### src/rtl/era_pkg.sv
package era_pkg;
	localparam int PIN_COUNT = 11;
	localparam int PIN_W = 4;
	localparam int DATA_W = 32;
	localparam int DELAY_W = 4;
	localparam logic [PIN_W-1:0] MAX_PIN = 4'hA;
	// built-in settling time before each rotation-mode sample, and the extra step per delay code
	localparam int SETTLE_NS = 64;
	localparam int STEP_NS = 32;
	localparam int CLK_NS = 4;
	localparam int SETTLE_CYC = (SETTLE_NS + CLK_NS - 1) / CLK_NS;
	localparam int STEP_CYC = (STEP_NS + CLK_NS - 1) / CLK_NS;
	localparam int CNT_W = 16;
	typedef enum logic [1:0] {
		ST_IDLE = 2'b00,
		ST_SETTLE = 2'b01,
		ST_CONV = 2'b10
	} era_state_t;
endpackage : era_pkg

### src/rtl/era_core.sv
`timescale 1ns/1ps
module era_core (
	input wire logic ref_clk_in,
	input wire logic nrst_in,
	input wire logic rotate_en_in,
	input wire logic [3:0] settle_delay_in,
	input wire logic [3:0] src_a_pin_in,
	input wire logic [3:0] src_b_pin_in,
	input wire logic conv_start_in,
	input wire logic conv_done_in,
	input wire logic [31:0] conv_data_in,
	output logic [3:0] excitation_source_a_pin_out,
	output logic [3:0] excitation_source_b_pin_out,
	output logic pins_valid_out,
	output logic sample_go_out,
	output logic result_valid_out,
	output logic [31:0] result_out,
	output logic busy_out
);
	era_pkg::era_state_t state_reg, state_next;
	logic swapped_reg;
	logic have_prev_reg;
	logic rot_active_reg;
	logic [31:0] prev_reg;
	logic [15:0] cnt_reg;
	logic [15:0] cnt_next;
	logic [3:0] a_pin_reg, b_pin_reg;
	logic pins_valid_reg, go_reg, rv_reg, busy_reg;
	logic [31:0] res_reg;

	wire start_w = (state_reg == era_pkg::ST_IDLE) && conv_start_in;
	wire settle_done_w = (state_reg == era_pkg::ST_SETTLE) && (cnt_reg == 16'h0000);
	wire done_w = (state_reg == era_pkg::ST_CONV) && conv_done_in;
	wire pin_ok_w = (src_a_pin_in <= era_pkg::MAX_PIN) && (src_b_pin_in <= era_pkg::MAX_PIN);
	// swap on even conversions only while rotation runs
	wire use_swap_w = rotate_en_in && rot_active_reg && !swapped_reg;
	wire [3:0] a_sel_w = use_swap_w ? src_b_pin_in : src_a_pin_in;
	wire [3:0] b_sel_w = use_swap_w ? src_a_pin_in : src_b_pin_in;
	wire [32:0] sum_w = {1'b0, conv_data_in} + {1'b0, prev_reg};
	wire [31:0] avg_w = sum_w[32:1];
	// wait = built-in interval plus programmed extension, in rotation mode only
	wire [15:0] wait_w = 16'(era_pkg::SETTLE_CYC)
		+ 16'(era_pkg::STEP_CYC) * {12'h000, settle_delay_in};

	always_comb begin
		state_next = state_reg;
		cnt_next = cnt_reg;
		case (state_reg)
			era_pkg::ST_IDLE: begin
				if (start_w) begin
					state_next = rotate_en_in ? era_pkg::ST_SETTLE : era_pkg::ST_CONV;
					cnt_next = wait_w - 16'h0001;
				end
			end
			era_pkg::ST_SETTLE: begin
				if (cnt_reg == 16'h0000) begin
					state_next = era_pkg::ST_CONV;
				end else begin
					cnt_next = cnt_reg - 16'h0001;
				end
			end
			era_pkg::ST_CONV: begin
				if (conv_done_in) begin
					state_next = era_pkg::ST_IDLE;
				end
			end
			default: begin
				state_next = era_pkg::ST_IDLE;
			end
		endcase
	end

	always_ff @(posedge ref_clk_in or negedge nrst_in) begin
		if (!nrst_in) begin
			state_reg <= era_pkg::ST_IDLE;
			cnt_reg <= 16'h0000;
		end else begin
			state_reg <= state_next;
			cnt_reg <= cnt_next;
		end
	end

	always_ff @(posedge ref_clk_in or negedge nrst_in) begin
		if (!nrst_in) begin
			a_pin_reg <= 4'h0;
			b_pin_reg <= 4'h0;
			pins_valid_reg <= 1'b0;
		end else if (start_w) begin
			a_pin_reg <= a_sel_w;
			b_pin_reg <= b_sel_w;
			pins_valid_reg <= pin_ok_w;
		end
	end

	always_ff @(posedge ref_clk_in or negedge nrst_in) begin
		if (!nrst_in) begin
			rot_active_reg <= 1'b0;
			swapped_reg <= 1'b0;
			have_prev_reg <= 1'b0;
			prev_reg <= 32'h0000_0000;
		end else if (!rotate_en_in) begin
			rot_active_reg <= 1'b0;
			swapped_reg <= 1'b0;
			have_prev_reg <= 1'b0;
		end else if (start_w) begin
			rot_active_reg <= 1'b1;
			swapped_reg <= use_swap_w;
		end else if (done_w) begin
			have_prev_reg <= 1'b1;
			prev_reg <= conv_data_in;
		end
	end

	always_ff @(posedge ref_clk_in or negedge nrst_in) begin
		if (!nrst_in) begin
			go_reg <= 1'b0;
			rv_reg <= 1'b0;
			res_reg <= 32'h0000_0000;
			busy_reg <= 1'b0;
		end else begin
			go_reg <= (settle_done_w || (start_w && !rotate_en_in));
			busy_reg <= (state_next != era_pkg::ST_IDLE);
			rv_reg <= done_w && (!rotate_en_in || have_prev_reg);
			if (done_w) begin
				res_reg <= (rotate_en_in && have_prev_reg) ? avg_w : conv_data_in;
			end
		end
	end

	assign excitation_source_a_pin_out = a_pin_reg;
	assign excitation_source_b_pin_out = b_pin_reg;
	assign pins_valid_out = pins_valid_reg;
	assign sample_go_out = go_reg;
	assign result_valid_out = rv_reg;
	assign result_out = res_reg;
	assign busy_out = busy_reg;

	// checks on what the design drives
	first_held_a: assert property (@(posedge ref_clk_in) disable iff (!nrst_in)
		(done_w && rotate_en_in && !have_prev_reg) |=> !result_valid_out)
		else $error("first rotated result not withheld");
	avg_value_a: assert property (@(posedge ref_clk_in) disable iff (!nrst_in)
		(done_w && rotate_en_in && have_prev_reg) |=> (result_out == $past(avg_w)))
		else $error("average wrong");
	direct_out_a: assert property (@(posedge ref_clk_in) disable iff (!nrst_in)
		(done_w && !rotate_en_in) |=> (result_valid_out && result_out == $past(conv_data_in)))
		else $error("direct result wrong");
	swap_alt_a: assert property (@(posedge ref_clk_in) disable iff (!nrst_in)
		(start_w && rotate_en_in && rot_active_reg) |=> (swapped_reg != $past(swapped_reg)))
		else $error("swap did not alternate");
	normal_pins_a: assert property (@(posedge ref_clk_in) disable iff (!nrst_in)
		(start_w && !rotate_en_in) |=> (excitation_source_a_pin_out == $past(src_a_pin_in)))
		else $error("source moved while not rotating");
	settle_wait_a: assert property (@(posedge ref_clk_in) disable iff (!nrst_in)
		(start_w && rotate_en_in) |=> !sample_go_out [*2])
		else $error("sample before settling");
	settle_len_a: assert property (@(posedge ref_clk_in) disable iff (!nrst_in)
		(start_w && rotate_en_in && settle_delay_in == 4'h0) |-> ##17 sample_go_out)
		else $error("settle length wrong");
	pin_range_a: assert property (@(posedge ref_clk_in) disable iff (!nrst_in)
		pins_valid_out |-> (excitation_source_a_pin_out <= era_pkg::MAX_PIN))
		else $error("pin out of range");

	// one-cycle pulses and busy framing
	go_pulse_a: assert property (@(posedge ref_clk_in) disable iff (!nrst_in)
		sample_go_out |=> !sample_go_out)
		else $error("sample strobe longer than one cycle");
	rv_pulse_a: assert property (@(posedge ref_clk_in) disable iff (!nrst_in)
		result_valid_out |=> !result_valid_out)
		else $error("result strobe longer than one cycle");
	busy_start_a: assert property (@(posedge ref_clk_in) disable iff (!nrst_in)
		start_w |=> busy_out)
		else $error("busy not raised after start");

	// routing
	swap_pins_a: assert property (@(posedge ref_clk_in) disable iff (!nrst_in)
		(start_w && use_swap_w) |=> (excitation_source_a_pin_out == $past(src_b_pin_in)
		&& excitation_source_b_pin_out == $past(src_a_pin_in)))
		else $error("sources not exchanged");
	pin_range_b_a: assert property (@(posedge ref_clk_in) disable iff (!nrst_in)
		pins_valid_out |-> (excitation_source_b_pin_out <= era_pkg::MAX_PIN))
		else $error("second pin out of range");

	// settling and sample timing
	direct_go_a: assert property (@(posedge ref_clk_in) disable iff (!nrst_in)
		(start_w && !rotate_en_in) |=> sample_go_out)
		else $error("direct sample not immediate");
	settle_min_a: assert property (@(posedge ref_clk_in) disable iff (!nrst_in)
		(start_w && rotate_en_in) |=> !sample_go_out [*8] ##1 !sample_go_out [*8])
		else $error("built-in settle cut short");
	settle_one_a: assert property (@(posedge ref_clk_in) disable iff (!nrst_in)
		(start_w && rotate_en_in && settle_delay_in == 4'h1) |-> ##25 sample_go_out)
		else $error("settle length wrong for code one");
	settle_max_a: assert property (@(posedge ref_clk_in) disable iff (!nrst_in)
		(start_w && rotate_en_in && settle_delay_in == 4'hF) |-> ##137 sample_go_out)
		else $error("settle length wrong for top code");

	// averaged results keep coming
	avg_valid_a: assert property (@(posedge ref_clk_in) disable iff (!nrst_in)
		(done_w && rotate_en_in && have_prev_reg) |=> result_valid_out)
		else $error("averaged result not published");

	// scenarios reached
	rot_avg_c: cover property (@(posedge ref_clk_in) disable iff (!nrst_in)
		done_w && rotate_en_in && have_prev_reg);
	direct_c: cover property (@(posedge ref_clk_in) disable iff (!nrst_in)
		done_w && !rotate_en_in);
	long_delay_c: cover property (@(posedge ref_clk_in) disable iff (!nrst_in)
		start_w && rotate_en_in && settle_delay_in == 4'hF);
	swap_c: cover property (@(posedge ref_clk_in) disable iff (!nrst_in)
		start_w && use_swap_w);
	withheld_c: cover property (@(posedge ref_clk_in) disable iff (!nrst_in)
		done_w && rotate_en_in && !have_prev_reg);
endmodule : era_core

### config.mk
export PLATFORM = sky130hd
export DESIGN_NAME = era_core
export DESIGN_NICKNAME = d
export VERILOG_FILES = /design/src/rtl/era_pkg.sv /design/src/rtl/era_core.sv
export SDC_FILE = /design/constraint.sdc
export NUM_CORES = 1
export LEC_CHECK = 0
export BUFFER_PORTS_ARGS = -buffer_cell sky130_fd_sc_hd__buf_2
export CORE_AREA = 2 2 102 104
export DETAILED_ROUTE_END_ITERATION = 10
export DIE_AREA = 0 0 104 106
export PLACE_DENSITY = 0.83
export SETUP_SLACK_MARGIN = 0.02
export SLEW_MARGIN = 20
export SYNTH_ARGS = -nofsm -noshare
export SYNTH_HDL_FRONTEND = slang
export SYNTH_SLANG_ARGS = --single-unit
### constraint.sdc
create_clock -name ref_clk_in -period 6 [get_ports ref_clk_in]
set_input_delay 0.3 -clock ref_clk_in [delete_from_list [all_inputs] [get_ports ref_clk_in]]
set_output_delay 0.3 -clock ref_clk_in [all_outputs]
set_load 0.02 [all_outputs]
## After elaboration in Yosys (flattened, before gate mapping)

Index checks and enable logic that the tools add are counted.

- Logic and storage cells: 65
- Memories: 0
- Bits in latches: 0
- Bits in writable memories: 0
- Memory bits (read-only): 0
- Output and inout bits: 44
- Register bits: 97

- $mul: 0
- Equal/unequal tests: 7
- $add $sub $neg: 4
- Magnitude comparators: 2
- Shift operators: 0
- Reductions and logical operators: 20
- Bitwise logic cells: 1
- Divide/modulo/power cells: 0
- Multiplexer cells: 18

Operators by type and width:

| kind | number |
|---|---|
| $add 32x32->33 | 1 |
| $mux 16 | 2 |
| $mux 32 | 1 |
| $pmux 16 s2 | 1 |
| $logic_not 16->1 | 1 |
| $sub 16x1->16 const B | 1 |
| $logic_and 1x1->1 | 9 |
| $sub 8x1->9 const B | 1 |
| $add 5x7->8 const A | 1 |
| $le 4x4->1 const B | 2 |
| $mux 2 | 4 |
| $mux 4 | 2 |
| $mux 1 | 7 |
| $ne 2x2->1 const B | 3 |
| $pmux 2 s3 | 1 |
| $reduce_and 3->1 | 2 |
| $ne 2x1->1 const B | 2 |
| $reduce_bool 2->1 | 2 |
| $eq 2x1->1 const B | 1 |
| $eq 2x2->1 const B | 1 |
| $logic_not 1->1 | 2 |
| $logic_not 2->1 | 1 |
| $logic_or 1x1->1 | 2 |
| $reduce_and 2->1 | 1 |
| $not 1->1 | 1 |

## Longest topological paths before layout

Gate-level depths: netlist (run 1).

- Depth in word-level cells: 5
- Gate-level depth with buffers: 10
- Depth with buffers taken out: 10

## Worst setup path before layout (run 1)

OpenSTA, ideal clock, no wires.

- Kind: register -> register
- From: register prev_reg[12]
- To: register res_reg[24], in the netlist result_out[24]
- Arrival time: 2.307 ns
- Buffers on the path: 1
- Cell stages (with the launch flop): 11
- Data required time: 5.878 ns
- Slack: 3.571 ns
- Cells stage by stage: dfrtp_1 > ha_1 > clkbuf_1 > a21oi_2 > o211ai_1 > a221o_1 > and3_1 > or3_1 > a41oi_1 > mux2i_1 > nand2_1

- Word-level cells in the longest chain between the ends: 2

Ends and longest elaborated chain:

| item | RTL line | RTL |
|---|---|---|
| start, declared | era_core.sv:24 | `logic [31:0] prev_reg;` |
| start signal, assigned | era_core.sv:110 | `prev_reg <= conv_data_in;` |
| $add 32x32->33 | era_core.sv:39 | `wire [32:0] sum_w = {1'b0, conv_data_in} + {1'b0, prev_reg};` |
| $mux 32 | era_core.sv:125 | `res_reg <= (rotate_en_in && have_prev_reg) ? avg_w : conv_data_in;` |
| end signal, assigned | era_core.sv:125 |  |
| end, declared | era_core.sv:29 | `logic [31:0] res_reg;` |

Every way passes these cells.
A chain may end at the register's enable or synchronous reset.

## Final worst setup path (run 1)

- From: register prev_reg[16]
- To: register res_reg[30], in the netlist result_out[30]

Same word-level chain as after synthesis.

==> run_results.csv, run 1 <==
group,metric,value,unit
status,outcome,"finished clean",
critical_path,cp.required,6.26,ns
critical_path,crit_type,"reg -> reg",
clocking,path_clk_slew,0.09,ns
yosys,synthAdderAreaFrac,7.19,%
placed_design,numPortBuffers,92,
floorplanning,core,10000,um2
critical_path,endpoint_kind,"register",
placed_design,dpl_worst_slack,3.28,ns
global_route,grt_max_degree,56,
global_route,gr-total-overflow,0,
critical_path,cp_common_cell,"o21ai_0",
yosys,ys.flop_type,"dfrtp_1",
clocking,cts_tree,"done",
clocking,cts_buffers,9,
cells_and_area,utilization,67.3,%
floorplanning,fp.dieW,104,um
timing,hold_viol_final,0,
clocking,cts.repair.resized,0,
global_route,grt_pass1_wl,24900,um
cells_and_area,drive_gt1_share,21.4,%
yosys,synth-simple-area-share,18.2,%
timing,drv_slew,0,
clocking,clockBufferDepth,2,
timing,fin_ws,3.25,ns
timing,min_period,2.75,ns
timing,worst_clock_skew,0.0101,ns
yosys,synth_compound_area_share,19.0,%
clocking,cts_sinks,97,
critical_path,reg2reg_setup_slack,3.25,ns
power_and_ir_drop,p_per_area,485,nW/um2
power_and_ir_drop,ir_drop,0.269,mV
placed_design,place.gp.congestion,0.949,
yosys,yosysUniqueCellTypes,62,
critical_path,critPathMaxStageDelay,0.39,ns
route,ant_nets,0,
timing,tightest_slew,0.988,ns
yosys,async_flop_share,100,%
global_route,antenna_found_initial,0,
power_and_ir_drop,p_leak,3.22,nW
timing,max_freq,363,MHz
yosys,avgSynthCellArea,9.12,um2
timing,relSlewSlack,34.0,%
critical_path,startpoint_type,"register",
floorplanning,dieArea,11000,um2
timing,setup_violations,0,
yosys,synth_top_family_by_area,"compound AO/OA/AOI/OAI gates",
timing,finalCritPeriodShare,45.9,%
yosys,synth_top_area_cell,"dfrtp_1",
global_route,grt_use_total,27.7,%
critical_path,critPathMaxFanout,6,
power_and_ir_drop,totalPowerFinal,0.00327,W
yosys,ys_ff_latch,97,
critical_path,critPathArrivalTime,3.02,ns
route,drc,0,
placed_design,hpwlAfterDp,10500,um
cells_and_area,fill_cells,821,
yosys,synthXorXnorAreaFrac,4.36,%
timing,hold_ws,0.198,ns
clocking,ctsRootBufferMaster,"clkbuf_8",
global_route,grt_pass1_vias,5241,
cells_and_area,multiInputGateArea,3440,um2
yosys,synth_edf_count,0,
floorplanning,row_count,37,
floorplanning,die_h,106,um
timing,tns,0,ns
route,drt_wl_total,14500,um
flow_run,drv_cap,0,
yosys,netlist.area_leader.share,40.3,%
critical_path,slowest_stage,"dfrtp_1",
route,viasPerCell,6.03,
route,wl_per_cell,16.6,um
floorplanning,start_util,60.2,%
critical_path,crit_chain,"ha_1, a211oi_1, o21ai_0, a21boi_0, o21ai_0, a311o_1, a21oi_1, mux2i_1, nand2_1",
yosys,ys_seq_area_share,40.3,%
yosys,yosys_warnings,0,
clocking,cts_setup_buffers,0,
route,initialDrtViolationCount,305,
route,via_count,5266,
cells_and_area,area_delta_synth_final,11.8,%
floorplanning,pin_count,93,
route,dr.pass1.iters,7,
worst_hold_path,hp-class,"in -> reg",
cells_and_area,seq_area,2430,um2
clocking,cts.htree.levels,3,
clocking,clock_latency,0.36,ns
yosys,synth_mux_area_share,8.31,%
yosys,synth.area.top_cells,"dfrtp_1 40%, ha_1 6.9%, mux2_2 6.0%",
yosys,syn_inst,660,
cells_and_area,nets,817,
yosys,synth_area,6020,um2
timing,rsz0062_at_grt,"no",
cells_and_area,antenna_cells,0,
yosys,syn_nets,743,
[layer usage]
| layer | global-route usage (%) | wire (um) |
|---|---|---|
| met5 | 0 | 0 |
| met4 | 9.36 | 308 |
| met3 | 5.33 | 955 |
| met2 | 46.6 | 7020 |
| met1 | 36.2 | 6250 |
[repair_timing]
action                     in CTS  in global routing
hold buffers                    1                  0
setup endpoints to repair       0                  0
hold endpoints to repair       42                  0
[critical path: cells and delay by family (launching register included)]
family                   cells  cell delay, ns
AND/OR/NAND/NOR              1            0.06
flip-flops                   1            0.39
AO/OA/AOI/OAI                6            1.64
multiplexers                 1            0.20
adder cells (fa/ha/maj)      1            0.35
[Yosys cell counts, types with 4 or more instances]
| library cell | n |
|---|---|
| and2_1 | 6 |
| ha_1 | 33 |
| nand4_1 | 11 |
| o21ai_0 | 52 |
| mux2i_1 | 14 |
| nor2b_1 | 5 |
| o21a_1 | 6 |
| nand3_1 | 13 |
| xor2_1 | 16 |
| nor3_1 | 16 |
| a21oi_1 | 63 |
| and3_1 | 18 |
| nand2_1 | 80 |
| clkbuf_1 | 28 |
| or3_1 | 7 |
| a31oi_1 | 10 |
| dfrtp_1 | 97 |
| mux2_2 | 32 |
| inv_1 | 7 |
| xnor2_1 | 14 |
| nor2_1 | 51 |
| nand2b_1 | 5 |
| buf_2 | 4 |
| a21o_1 | 12 |
[path summary, 6_finish.rpt]
| path | from | endpoint | depth (start not counted) |
|---|---|---|---|
| hold / removal | conv_data_in[26] | prev_reg[26] | 2 |
| hold reg to reg | result_out[3] | result_out[3] | 2 |
| max in group asynchronous | nrst_in | result_out[24] | 3 |
| setup / recovery | prev_reg[16] | result_out[30] | 9 |
| setup reg to reg | prev_reg[16] | result_out[30] | 9 |
| min in group asynchronous | nrst_in | result_out[13] | 2 |
[cells in the final DEF (no fill, tap or decap), types with 11 or more instances in the layout]
| cell type | Yosys | final |
|---|---|---|
| xnor2_1 | 14 | 14 |
| mux2i_1 | 14 | 14 |
| ha_1 | 33 | 33 |
| nor2_1 | 51 | 50 |
| a21o_1 | 12 | 12 |
| nor3_1 | 16 | 16 |
| mux2_2 | 32 | 32 |
| o21ai_0 | 52 | 52 |
| a21oi_1 | 63 | 63 |
| nand4_1 | 11 | 11 |
| dfrtp_1 | 97 | 97 |
| nand3_1 | 13 | 13 |
| xor2_1 | 16 | 16 |
| buf_2 | 4 | 91 |
| and3_1 | 18 | 18 |
| nand2_1 | 80 | 80 |
[cell families (layout without fill, tap and decap cells)]
| family | Yosys count | count (layout) |
|---|---|---|
| multiplexers | 46 | 46 |
| XOR/XNOR | 30 | 30 |
| AO/OA/AOI/OAI | 183 | 183 |
| flip-flops | 97 | 97 |
| AND/OR/NAND/NOR | 229 | 229 |
| buffers and inverters | 41 | 119 |
| adder cells (fa/ha/maj) | 34 | 34 |
[power by group]
part	total (W)	switching, W	internal (W)
clock network	0.000391	0.000230	0.000161
registers	0.00111	0.000178	0.000928
logic	0.00177	0.00107	0.000698
[layout make-up]
cell class / instances / area share, %
Sequential cell: 97 / 36.1
Timing Repair Buffer: 97 / 7.47
Tap cell: 136 / 2.53
Inverter: 7 / 0.390
Clock buffer: 11 / 2.10
Clock inverter: 4 / 0.427
Multi-Input combinational cell: 522 / 51.0
[per-stage QoR]
step                area [um2]  cells
detailed placement        6550    858
global route              6730    874
global placement          6550    858
finish                    6730    874
CTS                       6730    874
floorplan                 6020    660
Power figures use the tool's default switching activity.
==> run 2, diff against run 1 <==
CORE_AREA = 2 2 105 107   (was 2 2 102 104)
DIE_AREA = 0 0 107 109   (was 0 0 104 106)
PLACE_DENSITY = 0.78   (was 0.83)
clock period = 2.8 ns   (was 6 ns; I/O delays follow)
==> run 2 against run 1 <==
- core utilization shrank 2.4 points
- combinational power grew 120%
- cell area grew 2.3%
- global-route usage shrank 0.51 points
- hold slack lost 0.17 ns
- flip-flop and latch count is the same
- via count grew 2.6%
- setup slack lost 3.1 ns
==> run_results.csv, run 2 (synthesis results as in run 1) <==
group,metric,value,unit
critical_path,endpoint_kind,"register",
clocking,cts_buffers,9,
worst_hold_path,hp-class,"in -> reg",
critical_path,critPathMaxFanout,3,
route,wl_met1,6960,um
power_and_ir_drop,p_clk_share,13.2,%
critical_path,crit_type,"reg -> reg",
critical_path,slowest_stage,"fa_1",
cells_and_area,nets,824,
cells_and_area,antenna_cells,0,
route,drc,0,
placed_design,numPortBuffers,92,
global_route,grt_pass1_vias,5296,
clocking,cts.htree.levels,3,
critical_path,cp_common_cell,"a21oi_2",
flow_run,drv_cap,0,
timing,worst_clock_skew,0.00669,ns
floorplanning,core,10600,um2
timing,min_period,2.65,ns
timing,hold_viol_final,0,
placed_design,place.gp.congestion,0.930,
timing,tightest_slew,0.667,ns
floorplanning,die_h,109,um
power_and_ir_drop,p_seq_share,32.4,%
power_and_ir_drop,ir_drop,0.582,mV
power_and_ir_drop,p_per_area,1060,nW/um2
clocking,path_clk_slew,0.09,ns
route,ant_nets,0,
clocking,cts_tree,"done",
floorplanning,start_util,56.8,%
timing,max_freq,377,MHz
critical_path,critPathArrivalTime,2.91,ns
route,routed-wl-met3,727,um
placed_design,dpl_worst_slack,0.113,ns
global_route,grt_max_degree,54,
clocking,clockBufferDepth,2,
power_and_ir_drop,sw_frac_of_total,44.9,%
clocking,cts_sinks,97,
timing,relSlewSlack,55.4,%
timing,fin_ws,0.147,ns
placed_design,hpwlAfterDp,11000,um
floorplanning,fp.dieW,107,um
clocking,ctsRootBufferMaster,"clkbuf_8",
status,outcome,"finished clean",
critical_path,cp.required,3.06,ns
route,viasPerCell,6.11,
route,via_count,5404,
route,wl_met2,7370,um
critical_path,cp_top_family,"compound AO/OA/AOI/OAI gates",
power_and_ir_drop,power_frac_comb,54.4,%
timing,hold_ws,0.0284,ns
cells_and_area,final_cell_mix,"97 x dfrtp_1, 91 x buf_2, 80 x nand2_1, 61 x a21oi_1, 52 x o21ai_0",
critical_path,startpoint_type,"register",
floorplanning,dieArea,11700,um2
clocking,clock_latency,0.38,ns
cells_and_area,area_delta_synth_final,14.4,%
cells_and_area,layout_commonest_cell,"dfrtp_1",
power_and_ir_drop,p_int,0.00402,W
power_and_ir_drop,p_leak,3.28,nW
route,top_layer,"met4",
cells_and_area,drive_gt1_share,23.1,%
timing,rsz0062_at_grt,"yes",
global_route,grt_pass1_wl,25200,um
timing,finalCritPeriodShare,94.8,%
critical_path,path_buf_inv,1,
timing,drv_slew,0,
floorplanning,row_count,38,
power_and_ir_drop,switchingPower,0.00327,W
floorplanning,pin_count,93,
cells_and_area,fill_cells,892,
route,initialDrtViolationCount,266,
timing,setup_violations,0,
global_route,gr-total-overflow,0,
critical_path,critPathMaxStageDelay,0.41,ns
critical_path,crit_chain,"and2_1, fa_1, a21oi_2, o211ai_2, a21oi_2, o31a_1, o31ai_4, a311oi_2, buf_4, or4_1, nand3_1",
route,dr.pass1.iters,5,
route,wl_per_cell,17.4,um
global_route,grt_use_total,27.2,%
route,drt_wl_total,15400,um
global_route,antenna_found_initial,0,
==> run 2: worst paths after layout <==
kind                                  start  cells after the start  slack (ns)        endpoint
max                             prev_reg[0]                     11        0.15  result_out[29]
min                        conv_data_in[31]                      2        0.03    prev_reg[31]
max reg2reg                     prev_reg[0]                     11        0.15  result_out[29]
min reg2reg                   result_out[7]                      2        0.48   result_out[7]
max in group asynchronous           nrst_in                      3        1.82    prev_reg[29]
min in group asynchronous           nrst_in                      2        0.31      cnt_reg[4]
==> run 2: area by class of cell <==
| type | count | area (um2) | area share (%) |
|---|---|---|---|
| tap | 140 | 175 | 2.54 |
| clock buffer | 12 | 165 | 2.40 |
| inverter | 7 | 26.3 | 0.381 |
| clock inverter | 2 | 37.5 | 0.545 |
| multi-input combinational | 522 | 3490 | 50.7 |
| sequential | 97 | 2430 | 35.2 |
| timing repair buffer | 104 | 568 | 8.25 |
==> run 2: worst reg2reg max path, delay by kind of cell, from the launching register on <==
kind                     cells  cell delay, ns
buffers and inverters        1            0.17
AND/OR/NAND/NOR              3            0.32
flip-flops                   1            0.39
AO/OA/AOI/OAI                6            1.25
adder cells (fa/ha/maj)      1            0.41
==> run 2: stage by stage <==
stage / TNS, ns / cell area [um2] / util (%) / total power (W) / instances
6_report: 0 / 6890 / 65.0 / 0.00729 / 884
2_1_floorplan: 0 / 6020 / - / 0.00512 / 660
3_5_place_dp: 0 / 6620 / 62.4 / 0.00620 / 868
5_1_grt: -0.0392 / 6890 / 65.0 / 0.00782 / 884
3_3_place_gp: 0 / 6620 / 62.4 / 0.00608 / 868
4_1_cts: 0 / 6830 / 64.4 / 0.00718 / 883
==> run 2: routing by layer <==
| metal | up-vias | track usage, % |
|---|---|---|
| met5 | - | 0 |
| li1 | 2549 | - |
| met3 | 24 | 2.63 |
| met2 | 194 | 47.5 |
| met1 | 2637 | 35.7 |
| met4 | 0 | 9.18 |
==> run 2: power groups by stage <==
| stage | clock network, W | registers (W) | logic, W |
|---|---|---|---|
| 2_1_floorplan | 0 | 0.00267 | 0.00245 |
| 3_3_place_gp | 0 | 0.00234 | 0.00375 |
| 3_5_place_dp | 0 | 0.00238 | 0.00381 |
| 4_1_cts | 0.000976 | 0.00235 | 0.00385 |
| 5_1_grt | 0.00103 | 0.00243 | 0.00436 |
| 6_report | 0.000958 | 0.00236 | 0.00396 |
==> run 2: repair_timing <==
| item | 4_1_cts | 5_1_grt |
|---|---|---|
| endpoints found under the setup margin | 0 | 6 |
| hold endpoints to repair | 44 | 0 |
| buffers inserted | 0 | 1 |
| hold buffers | 1 | 0 |
| resized for setup | 0 | 10 |
==> run 3, diff against run 2 <==
CORE_AREA = 2 2 148 150   (was 2 2 105 107)
DIE_AREA = 0 0 150 152   (was 0 0 107 109)
PLACE_DENSITY = 0.44   (was 0.78)
SLEW_MARGIN = default   (was 20)
clock period = 2.6 ns   (was 2.8 ns; I/O delays follow)
==> run 3 against run 2 <==
- register-to-register slack got worse by 0.03 ns
- first-iteration DRC count rose by 14%
- via count fell by 1.9%
- sequential share of layout area fell by 2.8 points
==> run_results.csv, run 3 (synthesis results as in run 1) <==
group,metric,value,unit
status,outcome,"finished clean",
critical_path,startpoint_type,"register",
global_route,grt_pass1_wl,28400,um
worst_hold_path,hp-class,"in -> reg",
timing,hold_ws,0.0436,ns
global_route,grt_use_total,15.6,%
cells_and_area,stdcell_count,1051,
route,via_count,5299,
cells_and_area,layout_commonest_cell,"dfrtp_1",
worst_hold_path,hp-start,"conv_data_in[24]",
timing,rsz0062_at_grt,"yes",
critical_path,critPathArrivalTime,2.70,ns
cells_and_area,multiInputGateArea,3580,um2
critical_path,crit_chain,"and2_4, fa_2, a21oi_4, o211ai_2, a21oi_2, o31a_1, o31ai_4, a311oi_2, xor2_1, a21oi_1",
worst_hold_path,min_to,"prev_reg[24]",
timing,fin_ws,0.116,ns
cells_and_area,seq_area,2430,um2
floorplanning,dieArea,22800,um2
timing,tightest_slew,0.593,ns
cells_and_area,drive_gt1_share,27.8,%
critical_path,slowest_stage,"dfrtp_1",
cells_and_area,fill_cells,2260,
placed_design,numPortBuffers,92,
floorplanning,die_h,152,um
clocking,cts_buffers,9,
floorplanning,row_count,54,
global_route,antenna_found_initial,0,
critical_path,crit_type,"reg -> reg",
route,drc,0,
route,drt_wl_total,17300,um
critical_path,timing.rr.start,"prev_reg[0]",
power_and_ir_drop,p_clk_share,17.4,%
power_and_ir_drop,p_leak,3.46,nW
clocking,clockBufferDepth,2,
power_and_ir_drop,ir_drop,0.432,mV
route,wl_per_cell,16.5,um
critical_path,reg2reg_setup_slack,0.12,ns
timing,min_period,2.48,ns
power_and_ir_drop,sw_frac_of_total,42.5,%
placed_design,place.gp.congestion,0.828,
cells_and_area,final_cell_mix,"97 x dfrtp_1, 91 x buf_2, 80 x nand2_1, 60 x a21oi_1, 51 x o21ai_0",
clocking,clock_latency,0.36,ns
placed_design,dpl_worst_slack,-0.0516,ns
critical_path,critPathMaxFanout,3,
global_route,gr-total-overflow,0,
timing,hold_viol_final,0,
critical_path,cp.required,2.81,ns
placed_design,dp_cells,1029,
route,viasPerCell,5.04,
timing,drv_slew,0,
cells_and_area,nets,848,
timing,relSlewSlack,60.4,%
clocking,ctsRootBufferMaster,"clkbuf_16",
floorplanning,pin_count,93,
power_and_ir_drop,totalPowerFinal,0.00866,W
timing,setup_violations,0,
power_and_ir_drop,p_seq_share,29.4,%
cells_and_area,area_delta_synth_final,24.2,%
power_and_ir_drop,p_int,0.00498,W
timing,max_freq,403,MHz
floorplanning,fp.dieW,150,um
worst_hold_path,hold_path_depth,2,
global_route,grt_max_degree,57,
route,ant_nets,0,
clocking,cts.htree.levels,3,
route,dr.pass1.iters,4,
timing,finalCritPeriodShare,95.5,%
route,initialDrtViolationCount,304,
power_and_ir_drop,switchingPower,0.00368,W
clocking,cts_tree,"done",
critical_path,reg2reg_depth,10,
clocking,cts_sinks,97,
critical_path,endpoint_kind,"register",
floorplanning,core,21400,um2
clocking,path_clk_slew,0.07,ns
power_and_ir_drop,p_per_area,1160,nW/um2
placed_design,hpwlAfterDp,12700,um
critical_path,regToRegEndpoint,"result_out[25]",
timing,worst_clock_skew,0.00715,ns
global_route,grt_pass1_vias,5473,
power_and_ir_drop,power_frac_comb,53.1,%
flow_run,drv_cap,0,
critical_path,critPathMaxStageDelay,0.39,ns
floorplanning,start_util,28.2,%
[run 3: through the flow]
step           TNS [ns]  util [%]  area, um2
2_1_floorplan         0         -       6020
3_3_place_gp          0      32.6       6960
3_5_place_dp    -0.0772      32.6       6960
4_1_cts               0      34.3       7320
5_1_grt         -0.0301      35.0       7470
6_report              0      35.0       7480
[run 3: power groups by stage]
stage | logic [W] | clock network (W) | registers, W
finish | 0.00460 | 0.00151 | 0.00255
floorplan | 0.00264 | 0 | 0.00287
global placement | 0.00436 | 0 | 0.00254
detailed placement | 0.00437 | 0 | 0.00256
CTS | 0.00444 | 0.00157 | 0.00253
global route | 0.00511 | 0.00163 | 0.00264
[run 3: repair_timing]
action	CTS	global route
resized for setup	5	24
hold buffers	1	0
hold endpoints to repair	41	0
buffers inserted	0	4
pin swaps	2	10
setup endpoints to repair	6	15
[run 3: final cells by class]
type	count	share of cell area, %
Tap cell	280	4.69
Sequential cell	97	32.5
Clock buffer	12	3.43
Timing Repair Buffer	128	10.2
Multi-Input combinational cell	522	47.9
Clock inverter	4	1.00
Antenna cell	1	0.0335
Inverter	7	0.351
[run 3: worst max-delay path by stage]
stage	end	start	slack (ns)
2_1_floorplan	result_out[24]	prev_reg[12]	0.17
3_3_place_gp	result_out[24]	prev_reg[14]	0.02
3_5_place_dp	result_out[25]	prev_reg[0]	-0.05
4_1_cts	result_out[31]	prev_reg[0]	0.02
5_1_grt	result_out[25]	prev_reg[0]	-0.03
6_report	result_out[25]	prev_reg[0]	0.12
[run 3: metal layers]
metal	track usage, %	up-vias	share of wire (%)
li1	-	2593	-
met1	21.1	2572	47
met2	25.2	113	47
met3	2.46	21	4.5
met4	5.53	0	2.0
met5	0	-	0
[run 3: worst max-delay path: cells and delay by family, from the launching register on]
kind / cells / cell delay, ns
simple gates: 1 / 0.15
flops: 1 / 0.39
xor+xnor: 1 / 0.18
compound gates: 7 / 1.27
fa+ha+maj: 1 / 0.37
